===== config.mk =====
export PLATFORM = sky130hd
export DESIGN_NAME = crt_timer
export DESIGN_NICKNAME = d
export VERILOG_FILES = /design/src/logic/crt_pkg.sv /design/src/logic/crt_timer.sv
export VERILOG_INCLUDE_DIRS = /design/src /design/src/logic
export SDC_FILE = /design/constraint.sdc
export NUM_CORES = 1
export LEC_CHECK = 0
export BUFFER_PORTS_ARGS = -buffer_cell sky130_fd_sc_hd__buf_2
export CAP_MARGIN = 10
export CELL_PAD_IN_SITES_DETAIL_PLACEMENT = 1
export CELL_PAD_IN_SITES_GLOBAL_PLACEMENT = 2
export CORE_UTILIZATION = 33
export CTS_CLUSTER_DIAMETER = 60
export DETAILED_ROUTE_END_ITERATION = 6
export PLACE_DENSITY_LB_ADDON = 0.1
export SETUP_SLACK_MARGIN = 0.5
export SLEW_MARGIN = 5
export SYNTH_ARGS = -nofsm -noshare
export SYNTH_HDL_FRONTEND = slang
export SYNTH_SLANG_ARGS = --single-unit

===== constraint.sdc =====
create_clock -name clk_sys -period 2.3 [get_ports clk_sys]
set_input_delay 0.46 -clock clk_sys [delete_from_list [all_inputs] [get_ports clk_sys]]
set_output_delay 0.46 -clock clk_sys [all_outputs]
set_load 0.05 [all_outputs]

===== src/logic/crt_defs.svh =====
// Register offsets, field positions, reset values and phase constants of the capture/reload timer.
`ifndef CRT_DEFS_SVH
`define CRT_DEFS_SVH

`define CRT_OFF_CONTROL     8'hC8
`define CRT_OFF_MODE        8'hC9
`define CRT_OFF_CAP_LO      8'hCA
`define CRT_OFF_CAP_HI      8'hCB
`define CRT_OFF_CNT_LO      8'hCC
`define CRT_OFF_CNT_HI      8'hCD

`define CRT_CTL_TF          7
`define CRT_CTL_EXF         6
`define CRT_CTL_RCLK        5
`define CRT_CTL_TX_CLOCK_SELECT        4
`define CRT_CTL_EXEN        3
`define CRT_CTL_RUN         2
`define CRT_CTL_CST         1
`define CRT_CTL_CPRL        0
`define CRT_MOD_CLKOUT      1
`define CRT_MOD_DOWN_COUNT_ENABLE        0

`define CRT_CTL_RESET       8'h00
`define CRT_MOD_RESET       2'h0
`define CRT_BYTE_ZERO       8'h00
`define CRT_CNT_ZERO        16'h0000
`define CRT_CNT_TOP         16'hFFFF
`define CRT_CNT_ONE         16'h0001

`define CRT_PHASES          12
`define CRT_PH_ZERO         4'h0
`define CRT_PH_ONE          4'h1
`define CRT_SAMPLE_PH       4'h9
`define CRT_UPDATE_PH       4'h4

`endif


===== src/logic/crt_pkg.sv =====
// Types shared by the capture/reload timer.
package crt_pkg;

	typedef enum logic [3:0]
	{
		CRT_MODE_OFF     = 4'h1,
		CRT_MODE_RELOAD  = 4'h2,
		CRT_MODE_CAPTURE = 4'h4,
		CRT_MODE_BAUD    = 4'h8
	} crt_mode_t;

endpackage


===== src/logic/crt_timer.sv =====
// Sixteen-bit capture/reload timer with register port, pin sampling and serial clock routing.
//
// Notes on behaviour
// - Sixteen-bit counter, high and low byte.
// - Timer function counts once per twelve clocks.
// - Source select picks timer or pin edges.
// - Count pin sampled once per cycle, high-then-low counts.
// - Edge count visible at next update phase.
// - Pin count rate limited to clock/24.
// - Run bit clear stops count, flag setting and trigger; other-timer clock routing continues.
// - Mode decoded from clock selects and capture select.
// - Capture select picks capture or reload behaviour.
// - Serial clock selects force reload on overflow.
// - Overflow flag set on overflow, never in baud.
// - Edge flag set by trigger capture or reload.
// - Flags request interrupt, edge flag not in up/down.
// - Receive clock select routes overflow pulses.
// - Transmit clock select routes overflow pulses.
// - Trigger enable lets trigger edges act.
// - Capture mode counts freely, overflow sets flag.
// - Trigger edge copies count into capture pair.
// - Up-count overflow reloads from the pair.
// - Down enable lets trigger level set direction.
// - Down count underflow at pair, loads all-ones.
// - Baud mode counts every state time.
//
// Design decision made here: the strobed register port.
`timescale 1ns/10ps
`include "crt_defs.svh"

module crt_timer #(
	parameter int PHASES = `CRT_PHASES
)(
	input  wire logic        clk_sys,
	input  wire logic        arst_n,
	input  wire logic [7:0]  reg_addr,
	input  wire logic [7:0]  reg_wdata,
	input  wire logic        reg_wr,
	input  wire logic        reg_rd,
	output logic      [7:0]  reg_rdata,
	input  wire logic        count_input_pin,
	input  wire logic        trigger_input_pin,
	input  wire logic        t1_ovf_pulse,
	output logic             rx_clk_pulse,
	output logic             tx_clk_pulse,
	output logic             irq_req
);

	////////////////////////////////////////////////////////////////////////////////////////////////

	function automatic logic [15:0] crt_step(input logic [15:0] val, input logic dn);
		crt_step = dn ? 16'(val - `CRT_CNT_ONE) : 16'(val + `CRT_CNT_ONE);
	endfunction

	logic [3:0]          phase_ff;
	logic [7:0]          ctl_ff;
	logic [1:0]          mod_ff;
	logic [15:0]         cnt_ff;
	logic [15:0]         cap_ff;
	logic                cin_ff;
	logic                cedge_ff;
	logic                tin_ff;
	logic                tedge_ff;
	logic [7:0]          reg_rdata_ff;
	logic                rx_clk_pulse_ff;
	logic                tx_clk_pulse_ff;
	logic                irq_req_ff;

	logic [3:0]          nxt_phase;
	logic [15:0]         nxt_cnt;
	logic [15:0]         nxt_cap;
	logic [7:0]          nxt_ctl;
	crt_pkg::crt_mode_t  mode;

	////////////////////////////////////////////////////////////////////////////////////////////////
	// Register port decode.

	wire wr_ctl    = reg_wr && reg_addr == `CRT_OFF_CONTROL;
	wire wr_mod    = reg_wr && reg_addr == `CRT_OFF_MODE;
	wire wr_cap_lo = reg_wr && reg_addr == `CRT_OFF_CAP_LO;
	wire wr_cap_hi = reg_wr && reg_addr == `CRT_OFF_CAP_HI;
	wire wr_cnt_lo = reg_wr && reg_addr == `CRT_OFF_CNT_LO;
	wire wr_cnt_hi = reg_wr && reg_addr == `CRT_OFF_CNT_HI;
	wire cnt_wr    = wr_cnt_lo || wr_cnt_hi;
	wire cap_wr    = wr_cap_lo || wr_cap_hi;

	wire [7:0] rd_mux =
		(reg_addr == `CRT_OFF_CONTROL) ? ctl_ff :
		(reg_addr == `CRT_OFF_MODE)    ? {6'h00, mod_ff} :
		(reg_addr == `CRT_OFF_CAP_LO)  ? cap_ff[7:0] :
		(reg_addr == `CRT_OFF_CAP_HI)  ? cap_ff[15:8] :
		(reg_addr == `CRT_OFF_CNT_LO)  ? cnt_ff[7:0] :
		(reg_addr == `CRT_OFF_CNT_HI)  ? cnt_ff[15:8] : `CRT_BYTE_ZERO;

	////////////////////////////////////////////////////////////////////////////////////////////////
	// Control field decode and mode selection.

	wire tf_bit   = ctl_ff[`CRT_CTL_TF];
	wire exf_bit  = ctl_ff[`CRT_CTL_EXF];
	wire rclk     = ctl_ff[`CRT_CTL_RCLK];
	wire tx_clock_select     = ctl_ff[`CRT_CTL_TX_CLOCK_SELECT];
	wire exen     = ctl_ff[`CRT_CTL_EXEN];
	wire run      = ctl_ff[`CRT_CTL_RUN];
	wire cst      = ctl_ff[`CRT_CTL_CST];
	wire cprl     = ctl_ff[`CRT_CTL_CPRL];
	wire down_count_enable     = mod_ff[`CRT_MOD_DOWN_COUNT_ENABLE];
	wire baud_sel = rclk || tx_clock_select;

	assign mode = !run     ? crt_pkg::CRT_MODE_OFF :
	              baud_sel ? crt_pkg::CRT_MODE_BAUD :
	              cprl     ? crt_pkg::CRT_MODE_CAPTURE : crt_pkg::CRT_MODE_RELOAD;

	wire m_reload  = mode == crt_pkg::CRT_MODE_RELOAD;
	wire m_capture = mode == crt_pkg::CRT_MODE_CAPTURE;
	wire m_baud    = mode == crt_pkg::CRT_MODE_BAUD;

	////////////////////////////////////////////////////////////////////////////////////////////////
	// Machine cycle phases; one machine cycle is PHASES clocks, one state time is two.

	wire ph_last    = phase_ff == 4'(PHASES - 1);
	wire sample_now = phase_ff == `CRT_SAMPLE_PH;
	wire update_now = phase_ff == `CRT_UPDATE_PH;
	wire state_tick = phase_ff[0];

	assign nxt_phase = ph_last ? `CRT_PH_ZERO : 4'(phase_ff + `CRT_PH_ONE);

	////////////////////////////////////////////////////////////////////////////////////////////////
	// Count events. Pin edges take two machine cycles to see, which caps the pin rate at clock/24.

	wire up_down   = m_reload && down_count_enable;
	wire count_dn  = up_down && !tin_ff;
	wire pin_tick  = update_now && cedge_ff;
	wire tmr_tick  = m_baud ? state_tick : update_now;
	wire cnt_tick  = run && (cst ? pin_tick : tmr_tick);
	wire at_top    = cnt_ff == `CRT_CNT_TOP;
	wire at_cap    = cnt_ff == cap_ff;
	wire roll      = cnt_tick && (count_dn ? at_cap : at_top);
	wire trig_evt  = run && exen && update_now && tedge_ff && !up_down;
	wire baud_roll = roll && m_baud;

	always_comb
	begin
		nxt_cnt = cnt_ff;
		nxt_cap = cap_ff;
		case (mode)
			crt_pkg::CRT_MODE_RELOAD:
			begin
				if (trig_evt)
					nxt_cnt = cap_ff;
				else if (roll)
					nxt_cnt = count_dn ? `CRT_CNT_TOP : cap_ff;
				else if (cnt_tick)
					nxt_cnt = crt_step(cnt_ff, count_dn);
			end
			crt_pkg::CRT_MODE_CAPTURE:
			begin
				if (cnt_tick)
					nxt_cnt = crt_step(cnt_ff, 1'b0);
				if (trig_evt)
					nxt_cap = cnt_ff;
			end
			crt_pkg::CRT_MODE_BAUD:
			begin
				if (roll)
					nxt_cnt = cap_ff;
				else if (cnt_tick)
					nxt_cnt = crt_step(cnt_ff, 1'b0);
			end
			crt_pkg::CRT_MODE_OFF:
			begin
				nxt_cnt = cnt_ff;
			end
			default:
			begin
				nxt_cnt = cnt_ff;
			end
		endcase
		// Software writes win over the count; stop the timer before touching the count.
		if (wr_cnt_lo)
			nxt_cnt[7:0] = reg_wdata;
		if (wr_cnt_hi)
			nxt_cnt[15:8] = reg_wdata;
		if (wr_cap_lo)
			nxt_cap[7:0] = reg_wdata;
		if (wr_cap_hi)
			nxt_cap[15:8] = reg_wdata;
	end

	////////////////////////////////////////////////////////////////////////////////////////////////
	// Control register with hardware flags; a hardware set wins over a software clear.

	wire tf_set   = roll && !m_baud;
	wire exf_set  = trig_evt;
	wire exf_tog  = roll && up_down;
	wire [7:0] ctl_base = wr_ctl ? reg_wdata : ctl_ff;

	always_comb
	begin
		nxt_ctl = ctl_base;
		nxt_ctl[`CRT_CTL_TF] = ctl_base[`CRT_CTL_TF] || tf_set;
		nxt_ctl[`CRT_CTL_EXF] = exf_tog ? !ctl_base[`CRT_CTL_EXF] : (ctl_base[`CRT_CTL_EXF] || exf_set);
	end

	////////////////////////////////////////////////////////////////////////////////////////////////
	// Registers.

	always_ff @(posedge clk_sys or negedge arst_n)
	begin
		if (!arst_n)
		begin
			phase_ff <= `CRT_PH_ZERO;
			ctl_ff   <= `CRT_CTL_RESET;
			mod_ff   <= `CRT_MOD_RESET;
			cnt_ff   <= `CRT_CNT_ZERO;
			cap_ff   <= `CRT_CNT_ZERO;
		end
		else
		begin
			phase_ff <= nxt_phase;
			ctl_ff   <= nxt_ctl;
			mod_ff   <= wr_mod ? reg_wdata[1:0] : mod_ff;
			cnt_ff   <= nxt_cnt;
			cap_ff   <= nxt_cap;
		end
	end

	// Pin sampling once per machine cycle; an edge waits in a pending bit until the update phase.
	// Samplers reset to the idle high level, so no false edge follows reset and the direction starts as up.
	always_ff @(posedge clk_sys or negedge arst_n)
	begin
		if (!arst_n)
		begin
			cin_ff   <= 1'b1;
			cedge_ff <= 1'b0;
			tin_ff   <= 1'b1;
			tedge_ff <= 1'b0;
		end
		else if (sample_now)
		begin
			cin_ff   <= count_input_pin;
			cedge_ff <= cin_ff && !count_input_pin;
			tin_ff   <= trigger_input_pin;
			tedge_ff <= tin_ff && !trigger_input_pin;
		end
		else if (update_now)
		begin
			cedge_ff <= 1'b0;
			tedge_ff <= 1'b0;
		end
	end

	always_ff @(posedge clk_sys or negedge arst_n)
	begin
		if (!arst_n)
		begin
			reg_rdata_ff    <= `CRT_BYTE_ZERO;
			rx_clk_pulse_ff <= 1'b0;
			tx_clk_pulse_ff <= 1'b0;
			irq_req_ff      <= 1'b0;
		end
		else
		begin
			reg_rdata_ff    <= reg_rd ? rd_mux : `CRT_BYTE_ZERO;
			rx_clk_pulse_ff <= rclk ? baud_roll : t1_ovf_pulse;
			tx_clk_pulse_ff <= tx_clock_select ? baud_roll : t1_ovf_pulse;
			irq_req_ff      <= tf_bit || (exf_bit && !down_count_enable);
		end
	end

	assign reg_rdata    = reg_rdata_ff;
	assign rx_clk_pulse = rx_clk_pulse_ff;
	assign tx_clk_pulse = tx_clk_pulse_ff;
	assign irq_req      = irq_req_ff;
endmodule


* Word level (Yosys, flattened, before mapping) *
Cells that the tools add are included.

operators by class
  $add $sub $neg = 3
  multipliers = 0
  div/mod/pow operators = 0
  order comparisons = 0
  equal/unequal tests = 16
  shift operators = 0
  muxes and demuxes = 35
  bitwise gates (word level) = 0
  reductions and logical operators = 43

operators with widths
  kind                                                                     number
  16-bit 2-to-1 mux                                                        9
  8-bit 2-to-1 mux                                                         12
  8-bit == test, second input constant                                     6
  16-bit case mux with 3 select lines                                      1
  1-bit logical AND                                                        21
  16-bit by 1-bit adder with 16-bit output, second input constant          1
  16-bit == test                                                           1
  16-bit == test, second input constant                                    1
  16-bit by 1-bit subtractor with 16-bit output, second input constant     1
  4-bit == test, second input constant                                     3
  4-bit 2-to-1 mux                                                         3
  5-bit by 2-bit inequality test with 1-bit output, second input constant  2
  2-bit nonzero test                                                       5
  1-bit 2-to-1 mux                                                         9
  4-bit by 3-bit == test with 1-bit output, second input constant          2
  2-bit AND reduction                                                      4
  4-bit nonzero test                                                       2
  1-bit logical NOT                                                        7
  4-bit by 1-bit adder with 4-bit output, second input constant            1
  4-bit by 2-bit == test with 1-bit output, second input constant          1
  1-bit logical OR                                                         4
  3-bit 2-to-1 mux                                                         1

word-level totals
  bits in registers = 61
  latch bits = 0
  bits in writable memories = 0
  bits in read-only memories = 0
  bits of input ports = 23
  output and inout port bits = 11
  logic and storage cells = 113
  memories = 0

* Depth between registers and ports, before layout *
Gate-level depths: netlist (run 1).

  word-level depth = 12
  depth in mapped cells = 12
  gate-level depth less buffers = 10

* Worst setup path before layout (run 1) *
OpenSTA, ideal clock, no wires.

  kind = reg-to-reg
  start = register ctl_ff[5]
  end = register cnt_ff[10]
  setup time = 0.131 ns
  arrival time = 2.416 ns
  required time = 2.169 ns
  slack = -0.247 ns
  stages on the path, launching flop included = 11
  buffers on the path = 2
  period minus slack after synthesis = 2.547 ns
  cell sequence = dfrtp_1 buf_6 or4b_4 o31a_1 nor4_2 and4_4 and4_1 buf_4 nor3_1 nor3_1 o32ai_1

between the ends
  word-level cells in the longest chain between the ends = 12
  elaborated cells on any way between the ends = 27
  those cells by class = eq/ne (4); mux (14); reduce/logical (9)

RTL lines
  element                                                                           line                                                  source
  from (decl)                                                                       crt_timer.sv:56                                       logic [7:0] ctl_ff;
  from (signal assigned)                                                            crt_timer.sv:212                                      ctl_ff <= `CRT_CTL_RESET;
  from (signal assigned)                                                            crt_timer.sv:220                                      ctl_ff <= nxt_ctl;
  1-bit logical OR (*)                                                              crt_timer.sv:107                                      wire baud_sel = rclk || tx_clock_select;
  4-bit 2-to-1 mux (*)                                                              crt_timer.sv:110                                      baud_sel ? crt_pkg::CRT_MODE_BAUD :
  4-bit 2-to-1 mux (*)                                                              crt_timer.sv:109                                      assign mode = !run ? crt_pkg::CRT_MODE_OFF :
  4-bit by 2-bit == test with 1-bit output / 4-bit == test (equally long branches)  crt_timer.sv:113, crt_timer.sv:145, crt_timer.sv:115
  1-bit logical AND / 1-bit 2-to-1 mux (equally long branches)                      crt_timer.sv:130, crt_timer.sv:133
  1-bit logical AND / 1-bit 2-to-1 mux (equally long branches)                      crt_timer.sv:131, crt_timer.sv:134
  16-bit 2-to-1 mux, or another cell as far along                                   crt_timer.sv:52                                       crt_step = dn ? 16'(val - `CRT_CNT_ONE) : 16'(val + `CRT_CNT_ONE);
  16-bit 2-to-1 mux / 1-bit logical AND (equally long branches)                     crt_timer.sv:152, crt_timer.sv:137
  16-bit 2-to-1 mux                                                                 crt_timer.sv:150                                      else if (roll)
  16-bit 2-to-1 mux                                                                 crt_timer.sv:148                                      if (trig_evt)
  16-bit case mux with 3 select lines                                               crt_timer.sv:145                                      case (mode)
  8-bit 2-to-1 mux                                                                  crt_timer.sv:181                                      if (wr_cnt_hi)
  to (signal assigned)                                                              crt_timer.sv:214                                      cnt_ff <= `CRT_CNT_ZERO;
  to (signal assigned)                                                              crt_timer.sv:222                                      cnt_ff <= nxt_cnt;
  to (decl)                                                                         crt_timer.sv:58                                       logic [15:0] cnt_ff;

Every way passes the cells marked *; elsewhere a longest branch is shown, timed or not. The select of a mux whose other input is x is not followed.
A chain may end at the register's enable or synchronous reset.

* Worst setup path after layout (run 1) *
  start = register ctl_ff[5]
  end = register cnt_ff[7]

between the ends
  word-level cells in the longest chain between the ends = 12
  elaborated cells on any way between the ends = 27
  those cells by class = eq/ne (4); mux (14); reduce/logical (9)

RTL lines
  element                                                                           line                                                  source
  1-bit logical OR (*)                                                              crt_timer.sv:107
  4-bit 2-to-1 mux (*)                                                              crt_timer.sv:110
  4-bit 2-to-1 mux (*)                                                              crt_timer.sv:109
  4-bit by 2-bit == test with 1-bit output / 4-bit == test (equally long branches)  crt_timer.sv:113, crt_timer.sv:145, crt_timer.sv:115
  1-bit logical AND / 1-bit 2-to-1 mux (equally long branches)                      crt_timer.sv:130, crt_timer.sv:133
  1-bit logical AND / 1-bit 2-to-1 mux (equally long branches)                      crt_timer.sv:131, crt_timer.sv:134
  16-bit 2-to-1 mux, or another cell as far along                                   crt_timer.sv:52
  16-bit 2-to-1 mux / 1-bit logical AND (equally long branches)                     crt_timer.sv:152, crt_timer.sv:137
  16-bit 2-to-1 mux                                                                 crt_timer.sv:150
  16-bit 2-to-1 mux                                                                 crt_timer.sv:148
  16-bit case mux with 3 select lines                                               crt_timer.sv:145
  8-bit 2-to-1 mux                                                                  crt_timer.sv:179                                      if (wr_cnt_lo)

Marked as above.

==> results of run 1 <==
-- power groups by stage --
stage	Combinational (W)	Clock (W)	Sequential [W]
final	0.00192	0.00129	0.00129
after global routing	0.00207	0.00135	0.00130
after CTS	0.00182	0.00131	0.00129
after detailed placement	0.00171	0	0.00131
after global placement	0.00168	0	0.00130
after floorplan	0.00102	0	0.00126
-- per-layer routing --
layer	up-vias	wire length, um	track usage, %	share of wire (%)
li1	2489	-	-	-
met1	2881	9630	38.6	42
met2	194	10900	51.8	48
met3	58	1260	6.51	5.5
met4	0	1060	15.5	4.6
met5	-	0	0	0
-- state kept, by name, summed over array words and instances, names as in the netlist, 2 cells and up --
register and flops:
cap_ff 16, cnt_ff 16, ctl_ff 8, reg_rdata 8
phase_ff 4, mod_ff 2
-- worst paths after layout --
path	cells past startpoint	slack [ns]	to	start
max in group asynchronous	2	1.84	tin_ff$_DFFE_PN1P_	arst_n
hold reg to reg	1	0.48	cedge_ff$_DFFE_PN0P_	cedge_ff$_DFFE_PN0P_
setup reg to reg	9	-0.38	cnt_ff[7]$_DFFE_PN0P_	ctl_ff[5]$_DFFE_PN0P_
setup / recovery	9	-0.38	cnt_ff[7]$_DFFE_PN0P_	ctl_ff[5]$_DFFE_PN0P_
hold / removal	2	0.09	cnt_ff[15]$_DFFE_PN0P_	arst_n
min in group clk_sys	2	0.37	rx_clk_pulse$_DFF_PN0_	t1_ovf_pulse
-- logic make-up (layout without fill, tap and decap cells) --
family,Yosys count,in the layout
AO/OA/AOI/OAI,171,171
adder cells (fa/ha/maj),5,5
AND/OR/NAND/NOR,224,224
multiplexers,33,33
buffers and inverters,71,215
XOR/XNOR,36,36
flip-flops,61,61
-- Yosys cell counts, types with 2 or more instances --
cell	n
o22ai_1	12
a221oi_2	2
dfstp_2	2
a2111oi_0	2
o31a_1	3
buf_1	3
o32ai_1	3
a311oi_1	2
mux2_2	13
clkbuf_1	35
nor4_1	7
a221oi_1	8
o21ai_0	48
nand4_1	7
a21o_1	3
buf_2	7
buf_6	2
o221ai_1	3
nor3_2	2
inv_1	23
or4bb_1	2
o21ai_1	2
nor2_1	49
a222oi_1	3
ha_1	5
or2_2	2
or3_1	15
nor3_1	24
nand2b_1	9
xnor2_1	28
a32o_1	2
o31ai_1	3
nand2_1	51
a211oi_1	2
mux2i_1	20
xor2_1	8
dfrtp_1	59
a31oi_1	27
nand3_1	23
a21oi_1	36
and3_1	17
-- final cells by class --
type / count / share of cell area, %
Timing Repair Buffer: 176 / 20.4
Sequential cell: 61 / 22.4
Multi-Input combinational cell: 469 / 48.5
Inverter: 23 / 1.27
Clock buffer: 9 / 3.30
Tap cell: 180 / 3.30
Clock inverter: 7 / 0.734
-- what timing repair did --
action | CTS | global route
pin swaps | 25 | 10
resized for setup | 43 | 40
setup buffers | 8 | 5
hold buffers | 0 | 0
cloned | 1 | 3
endpoints found under the setup margin | 36 | 43
-- metrics by stage --
stage	hold slack, ns	cells	setup slack (ns)
2_1_floorplan	0.164	601	-0.155
3_3_place_gp	0.469	891	-0.427
3_5_place_dp	0.473	892	-0.427
4_1_cts	0.137	917	-0.350
5_1_grt	0.151	925	-0.486
6_report	0.0927	925	-0.380
==> reports/results.ini, run 1 <==
[outcome]
status=finished, violations left
violations=negative setup slack

[grt]
overflow=0
grt_use_total_pct=31.4
grt_max_degree=62
antenna_found_initial=0
grt_pass1_vias=5874
grt_pass1_wl_mm=34.1

[route]
drc_errors=0
drt_wl_total_mm=22.8
ant_nets=0
drtIter0Drc=406
wire_per_inst_um=24.7
viasPerCell=6.08
num_vias=5622
firstDrtPassIters=6

[timing]
fin_crit_ns=2.68
fmaxAchievable_ghz=0.373
slew-limit-headroom_pct=53.1
fin_ws_ns=-0.380
hold_viol_final=0
rsz0062_at_grt=true
tns_ns=-5.58
final_max_slew_viol_count=0
tightest_slew_ns=0.703
period_share_pct=117
setup_viol=20
fin_skew_ns=0.00750

[setup_path]
crit_slowest_cell=or4b_4
cp_num_buf_inv=1
critPathArrivalTime_ns=2.93
cpPeakStageDelay_ns=0.57
path_cells=or4b_4, o31a_1, nor4_2, and4_4, nand4_4, buf_12, a31oi_2, o21ai_1, a221oi_2
critPathTopFamily=simple AND/OR/NAND/NOR gates
crit_path_max_fanout=7
worst_setup_path_end_kind=flop
path_class=flop to flop
startpoint_type=flop
required_ns=2.55

[synth]
synth_seq_cells=61
synth-warning-count=0
synth_top_family_by_area=simple AND/OR/NAND/NOR gates
ys_seq_area_share_pct=31.7
synth.avg_cell_area_um2=8.02
synth.largest_area_cell=dfrtp_1
synth_cell_types=68
synthSimpleGateAreaFrac_pct=24.5
synth_cells=601
synthMuxAreaShare_pct=7.19
synth_top_area_share_pct=30.6
synth_edf_count=0
syn_area_um2=4820
ys_top_cells_by_area=dfrtp_1 31%, xnor2_1 5.1%, o21ai_0 5.0%
synthAdderAreaFrac_pct=1.30
mappedNetlistNets=629
synth_compound_area_share_pct=22.6
synthArstFlopShare_pct=100
synth-xor-area-share_pct=6.55
ys.flop_type=dfrtp_1

[cells_and_area]
drive_gt1_share_pct=35.7
fill_cells=1659
antennaDiodeCount=0
mostFrequentLayoutCell=buf_4
final_nets=768
area_growth_pct=41.6
design_area_um2=6820
multiInputGateArea_um2=3310
final_util_pct=48.6
layout_common_cells=125 x buf_4, 57 x dfrtp_1, 48 x nand2_1, 47 x nor2_1, 36 x a21oi_1
seq_area_um2=1530

[clocking]
cts.clk_slew.worst_paths_ns=0.06
clockBufferDepth=2
htreeDepth=3
numCtsBuffers=9
cts_root_buffer=clkbuf_16
clock_sinks=61
clock_latency_ns=0.35
cts_tree=yes

[die]
core.rowCount=43
start_util_pct=34.3
core_um2=14000
ios=34
die_x_um=123
dieArea_um2=15100
die_h_um=123

[place]
dpl-instance-area_um2=6010
io_buffers=33
gp_congestion=0.916
hpwl_mm=16.9

[pwr]
switching_share_pct=39.3
leakage_nw=2.90
comb_power_share_pct=42.7
ir_drop_v=0.000358
clock_power_share_pct=28.7
p_int_w=0.00273
design_power_total_w=0.00450
seqPwrFrac_pct=28.6
power_density_nw_per_um2=660
p_sw_w=0.00177

[flow_run]
maxCapViolCount=0

[min_path]
hold_class=primary input to asynchronous set/reset pin

No activity file was read; power rests on OpenSTA's default activity.
==> inputs of run 2 (changes only) <==
Settings changed: CELL_PAD_IN_SITES_DETAIL_PLACEMENT 1 to default, CELL_PAD_IN_SITES_GLOBAL_PLACEMENT 2 to default, CORE_UTILIZATION 33 to 46, PLACE_DENSITY from default to 0.66, PLACE_DENSITY_LB_ADDON 0.1 to default.
==> reports/results.ini, run 2 (same netlist as run 1, synthesis figures left out) <==
[die]
dieArea_um2=10900  ; was 15,100 um^2
ios=34  ; unchanged
die_x_um=104  ; was 123 um
start_util_pct=48.4  ; was 34.3%
core.rowCount=36  ; was 43
die_h_um=104  ; was 123 um
core_um2=9950  ; was 14,000 um^2

[clocking]
htreeDepth=3  ; unchanged
cts_root_buffer=clkbuf_8  ; was clkbuf_16
numCtsBuffers=9  ; unchanged
cts_tree=yes  ; unchanged
cts.clk_slew.worst_paths_ns=0.07  ; was 0.06 ns
clock_sinks=61  ; unchanged
clockBufferDepth=2  ; unchanged
postCtsHoldBufs=0  ; unchanged
clock_latency_ns=0.36  ; was 0.35 ns

[setup_path]
path_class=flop to flop  ; unchanged
critPathArrivalTime_ns=2.96  ; was 2.93 ns
crit_slowest_cell=or4b_4  ; unchanged
r2r_slack_ns=-0.38  ; about the same
regToRegStartpoint=ctl_ff[5]$_DFFE_PN0P_  ; unchanged
startpoint_type=flop  ; unchanged
r2r_cells=9  ; unchanged
regToRegEndpoint=cnt_ff[4]$_DFFE_PN0P_  ; was cnt_ff[7]$_DFFE_PN0P_
crit_path_max_fanout=6  ; was 7
required_ns=2.58  ; was 2.55 ns
critPathTopFamily=simple AND/OR/NAND/NOR gates  ; unchanged
cp_num_buf_inv=1  ; unchanged
worst_setup_path_end_kind=flop  ; unchanged
cpPeakStageDelay_ns=0.56  ; was 0.57 ns
path_cells=or4b_4, o31a_1, nor4_2, and4_4, nand4_4, buf_4, a31oi_1, o21ai_1, a221oi_2  ; was or4b_4, o31a_1, nor4_2, and4_4, nand4_4, buf_12, a31oi_2, o21ai_1, a221oi_2

[route]
drt_wl_total_mm=20.2  ; was 22.8 mm
viasPerCell=6.38  ; was 6.08
num_vias=5642  ; was 5,622
wire_per_inst_um=22.8  ; was 24.7 um
firstDrtPassIters=5  ; was 6
drtIter0Drc=542  ; was 406
ant_nets=0  ; unchanged
drc_errors=0  ; unchanged

[pwr]
ir_drop_v=0.000587  ; was 0.000358 V
seqPwrFrac_pct=30.8  ; was 28.6%
leakage_nw=2.89  ; was 2.90 nW
power_density_nw_per_um2=615  ; was 660 nW/um^2
clock_power_share_pct=24.1  ; was 28.7%
design_power_total_w=0.00413  ; was 0.00450 W
comb_power_share_pct=45.1  ; was 42.7%
p_sw_w=0.00160  ; was 0.00177 W
switching_share_pct=38.7  ; was 39.3%
p_int_w=0.00253  ; was 0.00273 W

[grt]
overflow=0  ; unchanged
antenna_found_initial=0  ; unchanged
grt_pass1_vias=5354  ; was 5,874
grt_use_total_pct=36.9  ; was 31.4%
grt_pass1_wl_mm=30.3  ; was 34.1 mm
grt_max_degree=62  ; unchanged

[flow_run]
maxCapViolCount=0  ; unchanged

[cells_and_area]
final_nets=774  ; was 768
area_growth_pct=39.2  ; was 41.6%
largest_registers=cap_ff: 16 flops, cnt_ff: 16 flops  ; unchanged
stdcell_count=884  ; was 925
mostFrequentLayoutCell=buf_4  ; unchanged
drive_gt1_share_pct=36.1  ; was 35.7%
antennaDiodeCount=0  ; unchanged
fill_cells=846  ; was 1,659
final_util_pct=67.4  ; was 48.6%
layout_common_cells=124 x buf_4, 59 x dfrtp_1, 48 x nand2_1, 47 x nor2_1  ; was 125 x buf_4, 57 x dfrtp_1, 48 x nand2_1, 47 x nor2_1, 36 x a21oi_1

[timing]
fmaxAchievable_ghz=0.373  ; about the same
fin_ws_ns=-0.380  ; about the same
final_max_slew_viol_count=0  ; unchanged
fin_skew_ns=0.0142  ; was 0.00750 ns
tns_ns=-6.52  ; was -5.58 ns
hold_viol_final=0  ; unchanged
period_share_pct=117  ; about the same
tightest_slew_ns=0.479  ; was 0.703 ns
rsz0062_at_grt=true  ; unchanged
setup_viol=36  ; was 20
timing.hold.ws_ns=0.0741  ; was 0.0927 ns
fin_crit_ns=2.68  ; about the same
slew-limit-headroom_pct=68.0  ; was 53.1%

[outcome]
violations=negative setup slack  ; unchanged
status=finished, violations left  ; unchanged

[min_path]
hold_class=primary input to asynchronous set/reset pin  ; unchanged

[place]
hpwl_mm=14.4  ; was 16.9 mm
io_buffers=33  ; unchanged
place_inst=848  ; was 892
gp_congestion=1.03  ; was 0.916

-- run 2: changes by cell type in the layout (fill, tap and decap cells not counted), sizes merged --
| cell | before | now |
|---|---|---|
| buf | 174 | 181 |
| bufinv | 0 | 1 |
| clkbuf | 11 | 13 |
| clkinv | 6 | 2 |
| clkinvlp | 0 | 1 |
| inv | 24 | 23 |
-- run 2: area by class of cell --
| type | instances | area (um^2) | share of cell area (%) |
|---|---|---|---|
| Multi-Input combinational cell | 469 | 3270 | 48.8 |
| Sequential cell | 61 | 1530 | 22.8 |
| Clock buffer | 12 | 145 | 2.16 |
| Timing Repair Buffer | 182 | 1460 | 21.8 |
| Inverter | 23 | 86.3 | 1.29 |
| Tap cell | 133 | 166 | 2.48 |
| Clock inverter | 4 | 47.5 | 0.709 |
-- run 2: layer usage --
layer	GRT usage [%]	wire (um)	vias up
li1	-	-	2505
met4	19.2	913	0
met5	0	0	-
met2	57.3	9280	353
met1	48.6	8090	2718
met3	7.27	1900	66
-- run 2: power groups by stage --
stage | Combinational, W | Sequential, W | Clock, W
5_1_grt | 0.00198 | 0.00128 | 0.00105
2_1_floorplan | 0.00102 | 0.00126 | 0
4_1_cts | 0.00172 | 0.00127 | 0.00102
3_5_place_dp | 0.00161 | 0.00128 | 0
3_3_place_gp | 0.00159 | 0.00128 | 0
6_report | 0.00186 | 0.00127 | 0.000996
-- run 2: worst max path at each step --
stage                               start                    end  slack (ns)  depth (start not counted)
global route        ctl_ff[5]$_DFFE_PN0P_  cnt_ff[7]$_DFFE_PN0P_       -0.46                          9
finish              ctl_ff[5]$_DFFE_PN0P_  cnt_ff[4]$_DFFE_PN0P_       -0.38                          9
floorplan           ctl_ff[5]$_DFFE_PN0P_  cnt_ff[4]$_DFFE_PN0P_       -0.15                          9
CTS                 ctl_ff[5]$_DFFE_PN0P_  cnt_ff[4]$_DFFE_PN0P_       -0.34                          9
detailed placement  ctl_ff[5]$_DFFE_PN0P_  cnt_ff[7]$_DFFE_PN0P_       -0.36                          9
global placement    ctl_ff[5]$_DFFE_PN0P_  cnt_ff[4]$_DFFE_PN0P_       -0.30                          9
-- run 2: what timing repair did --
action | in CTS | in global routing
buffers inserted | 8 | 9
endpoints found under the setup margin | 36 | 46
gates resized for setup | 49 | 41
gates cloned | 2 | 0
pin swaps | 10 | 18
-- run 2: worst reg2reg max path, delay by kind of cell, from the launching register on --
family | cells | cell delay, ns
flip-flops | 1 | 0.42
buffers and inverters | 1 | 0.22
AND/OR/NAND/NOR | 4 | 1.18
AO/OA/AOI/OAI | 4 | 0.78
-- run 2: per-stage QoR --
step | area (um^2) | worst slack, ns
finish | 6710 | -0.380
global route | 6710 | -0.463
CTS | 6450 | -0.340
detailed placement | 6000 | -0.364
global placement | 6000 | -0.303
floorplan | 4850 | -0.155
==> inputs of run 3 (changes only) <==
==> constraint.sdc (replaced) <==
create_clock -name clk_sys -period 2.3 [get_ports clk_sys]
set_input_delay 0.345 -clock clk_sys [delete_from_list [all_inputs] [get_ports clk_sys]]
set_output_delay 0.345 -clock clk_sys [all_outputs]
set_load 0.05 [all_outputs]
==> reports/results.ini, run 3 (same netlist as run 1, synthesis figures left out) <==
[outcome]
status=finished, violations left  ; unchanged
violations=design-rule violations, negative hold slack, negative setup slack  ; was negative setup slack

[setup_path]
r2r_cells=11  ; was 9
critPathArrivalTime_ns=2.91  ; was 2.96 ns
path_class=flop to flop  ; unchanged
worst_setup_path_end_kind=flop  ; unchanged
crit_path_max_fanout=8  ; was 6
r2r_slack_ns=-0.34  ; was -0.38 ns
startpoint_type=flop  ; unchanged
required_ns=2.57  ; was 2.58 ns

[die]
start_util_pct=48.4  ; unchanged
ios=34  ; unchanged
core.rowCount=36  ; unchanged
dieArea_um2=10900  ; unchanged
die_x_um=104  ; unchanged
core_um2=9950  ; unchanged
die_h_um=104  ; unchanged

[flow_run]
maxCapViolCount=0  ; unchanged

[timing]
hold_viol_final=3  ; was 0
fin_ws_ns=-0.336  ; was -0.380 ns
fmaxAchievable_ghz=0.379  ; was 0.373 GHz
setup_viol=19  ; was 36
timing.hold.ws_ns=-0.00864  ; was 0.0741 ns
rsz0062_at_grt=true  ; unchanged
final_max_slew_viol_count=0  ; unchanged
slew-limit-headroom_pct=44.5  ; was 68.0%
fin_skew_ns=0.0117  ; was 0.0142 ns
period_share_pct=115  ; was 117%
fin_crit_ns=2.64  ; was 2.68 ns
tightest_slew_ns=0.829  ; was 0.479 ns

[cells_and_area]
final_util_pct=66.8  ; was 67.4%
fill_cells=822  ; was 846
mostFrequentLayoutCell=buf_4  ; unchanged
antennaDiodeCount=0  ; unchanged
area_growth_pct=38.0  ; was 39.2%
layout_common_cells=133 x buf_4, 56 x dfrtp_1, 50 x nand2_1, 47 x nor2_1  ; was 124 x buf_4, 59 x dfrtp_1, 48 x nand2_1, 47 x nor2_1
final_nets=775  ; was 774
seq_area_um2=1530  ; about the same
drive_gt1_share_pct=35.8  ; was 36.1%
multiInputGateArea_um2=3260  ; was 3270 um^2
largest_registers=cap_ff: 16 flops, cnt_ff: 16 flops  ; unchanged

[pwr]
design_power_total_w=0.00415  ; was 0.00413 W
leakage_nw=2.88  ; was 2.89 nW
ir_drop_v=0.000415  ; was 0.000587 V
power_density_nw_per_um2=625  ; was 615 nW/um^2

[route]
drt_wl_total_mm=19.8  ; was 20.2 mm
drc_errors=1  ; was 0
firstDrtPassIters=7  ; was 5
num_vias=5683  ; was 5,642
wire_per_inst_um=22.4  ; was 22.8 um
viasPerCell=6.43  ; was 6.38
drtIter0Drc=734  ; was 542
ant_nets=0  ; unchanged

[grt]
grt_use_total_pct=36.8  ; was 36.9%
antenna_found_initial=0  ; unchanged
overflow=0  ; unchanged
grt_max_degree=25  ; was 62
grt_pass1_wl_mm=30.6  ; was 30.3 mm
grt_pass1_vias=5589  ; was 5,354

[place]
dp_slack_ns=-0.450  ; was -0.364 ns
io_buffers=33  ; unchanged
gp_congestion=1.06  ; was 1.03
hpwl_mm=14.2  ; was 14.4 mm

[clocking]
clockBufferDepth=2  ; unchanged
clock_sinks=61  ; unchanged
htreeDepth=3  ; unchanged
clock_latency_ns=0.36  ; about the same
cts.clk_slew.worst_paths_ns=0.08  ; was 0.07 ns
cts_tree=yes  ; unchanged
cts_root_buffer=clkbuf_8  ; unchanged
numCtsBuffers=9  ; unchanged

[min_path]
hold_class=primary input to asynchronous set/reset pin  ; unchanged

==> run 3: cell types whose count changed in the layout (fill, tap and decap cells not counted), sizes merged <==
cell and change:
buf +2, clkbuf -1, clkinvlp -1
==> run 3: per-stage QoR <==
stage	instance area, um^2	hold WS [ns]	setup TNS [ns]	cells
floorplan	4850	0.0494	-2.25	601
global placement	6010	0.386	-3.86	856
detailed placement	6010	0.385	-5.99	856
CTS	6490	0.00864	-5.03	883
global route	6650	0.0171	-6.23	884
finish	6650	-0.00864	-4.94	884
==> run 3: worst max-delay path, cell delays in order, from the launching register on <==
cell	delay [ns]
dfrtp_1	0.41
buf_6	0.13
nor4b_4	0.32
buf_4	0.20
a31oi_2	0.11
nor4_2	0.28
and4_4	0.30
nand4_4	0.15
buf_12	0.19
a31oi_1	0.12
o21ai_1	0.11
a221oi_2	0.24
==> run 3: layout make-up <==
type                            instances  share of cell area (%)
Multi-Input combinational cell        469                    49.1
Sequential cell                        61                    23.1
Inverter                               23                    1.30
Clock inverter                          3                   0.659
Timing Repair Buffer                  183                    20.9
Tap cell                              133                    2.50
Clock buffer                           12                    2.48
==> run 3: final timing paths <==
kind                                  startpoint                      to
setup / recovery           ctl_ff[4]$_DFFE_PN0P_   cnt_ff[7]$_DFFE_PN0P_
hold / removal                            arst_n  cnt_ff[11]$_DFFE_PN0P_
setup reg to reg           ctl_ff[4]$_DFFE_PN0P_   cnt_ff[7]$_DFFE_PN0P_
hold reg to reg             cedge_ff$_DFFE_PN0P_    cedge_ff$_DFFE_PN0P_
max in group asynchronous                 arst_n      tin_ff$_DFFE_PN1P_
min in group clk_sys             count_input_pin      cin_ff$_DFFE_PN1P_
==> run 3: report_power, final <==
part / total [W] / switching, W / internal [W] / leakage [nW]
sequential: 0.00128 / 0.000111 / 0.00116 / 0.680
clock: 0.00104 / 0.000460 / 0.000584 / 0.108
combinational: 0.00184 / 0.00103 / 0.000810 / 2.10
total: 0.00415 / 0.00160 / 0.00256 / 2.88
==> run 3: routing by layer <==
metal,routed length [um],up-vias,GRT usage [%]
li1,-,2504,-
met1,7310,2657,46.8
met2,8910,405,58.4
met3,2260,117,6.77
met4,1320,0,21.3
met5,0,-,0
==> run 3: what timing repair did <==
action,in CTS,in global routing
pin swaps,14,14
cloned,1,0
endpoints found under the setup margin,36,37
resized for setup,53,30
hold buffers,0,0
setup buffers,11,1
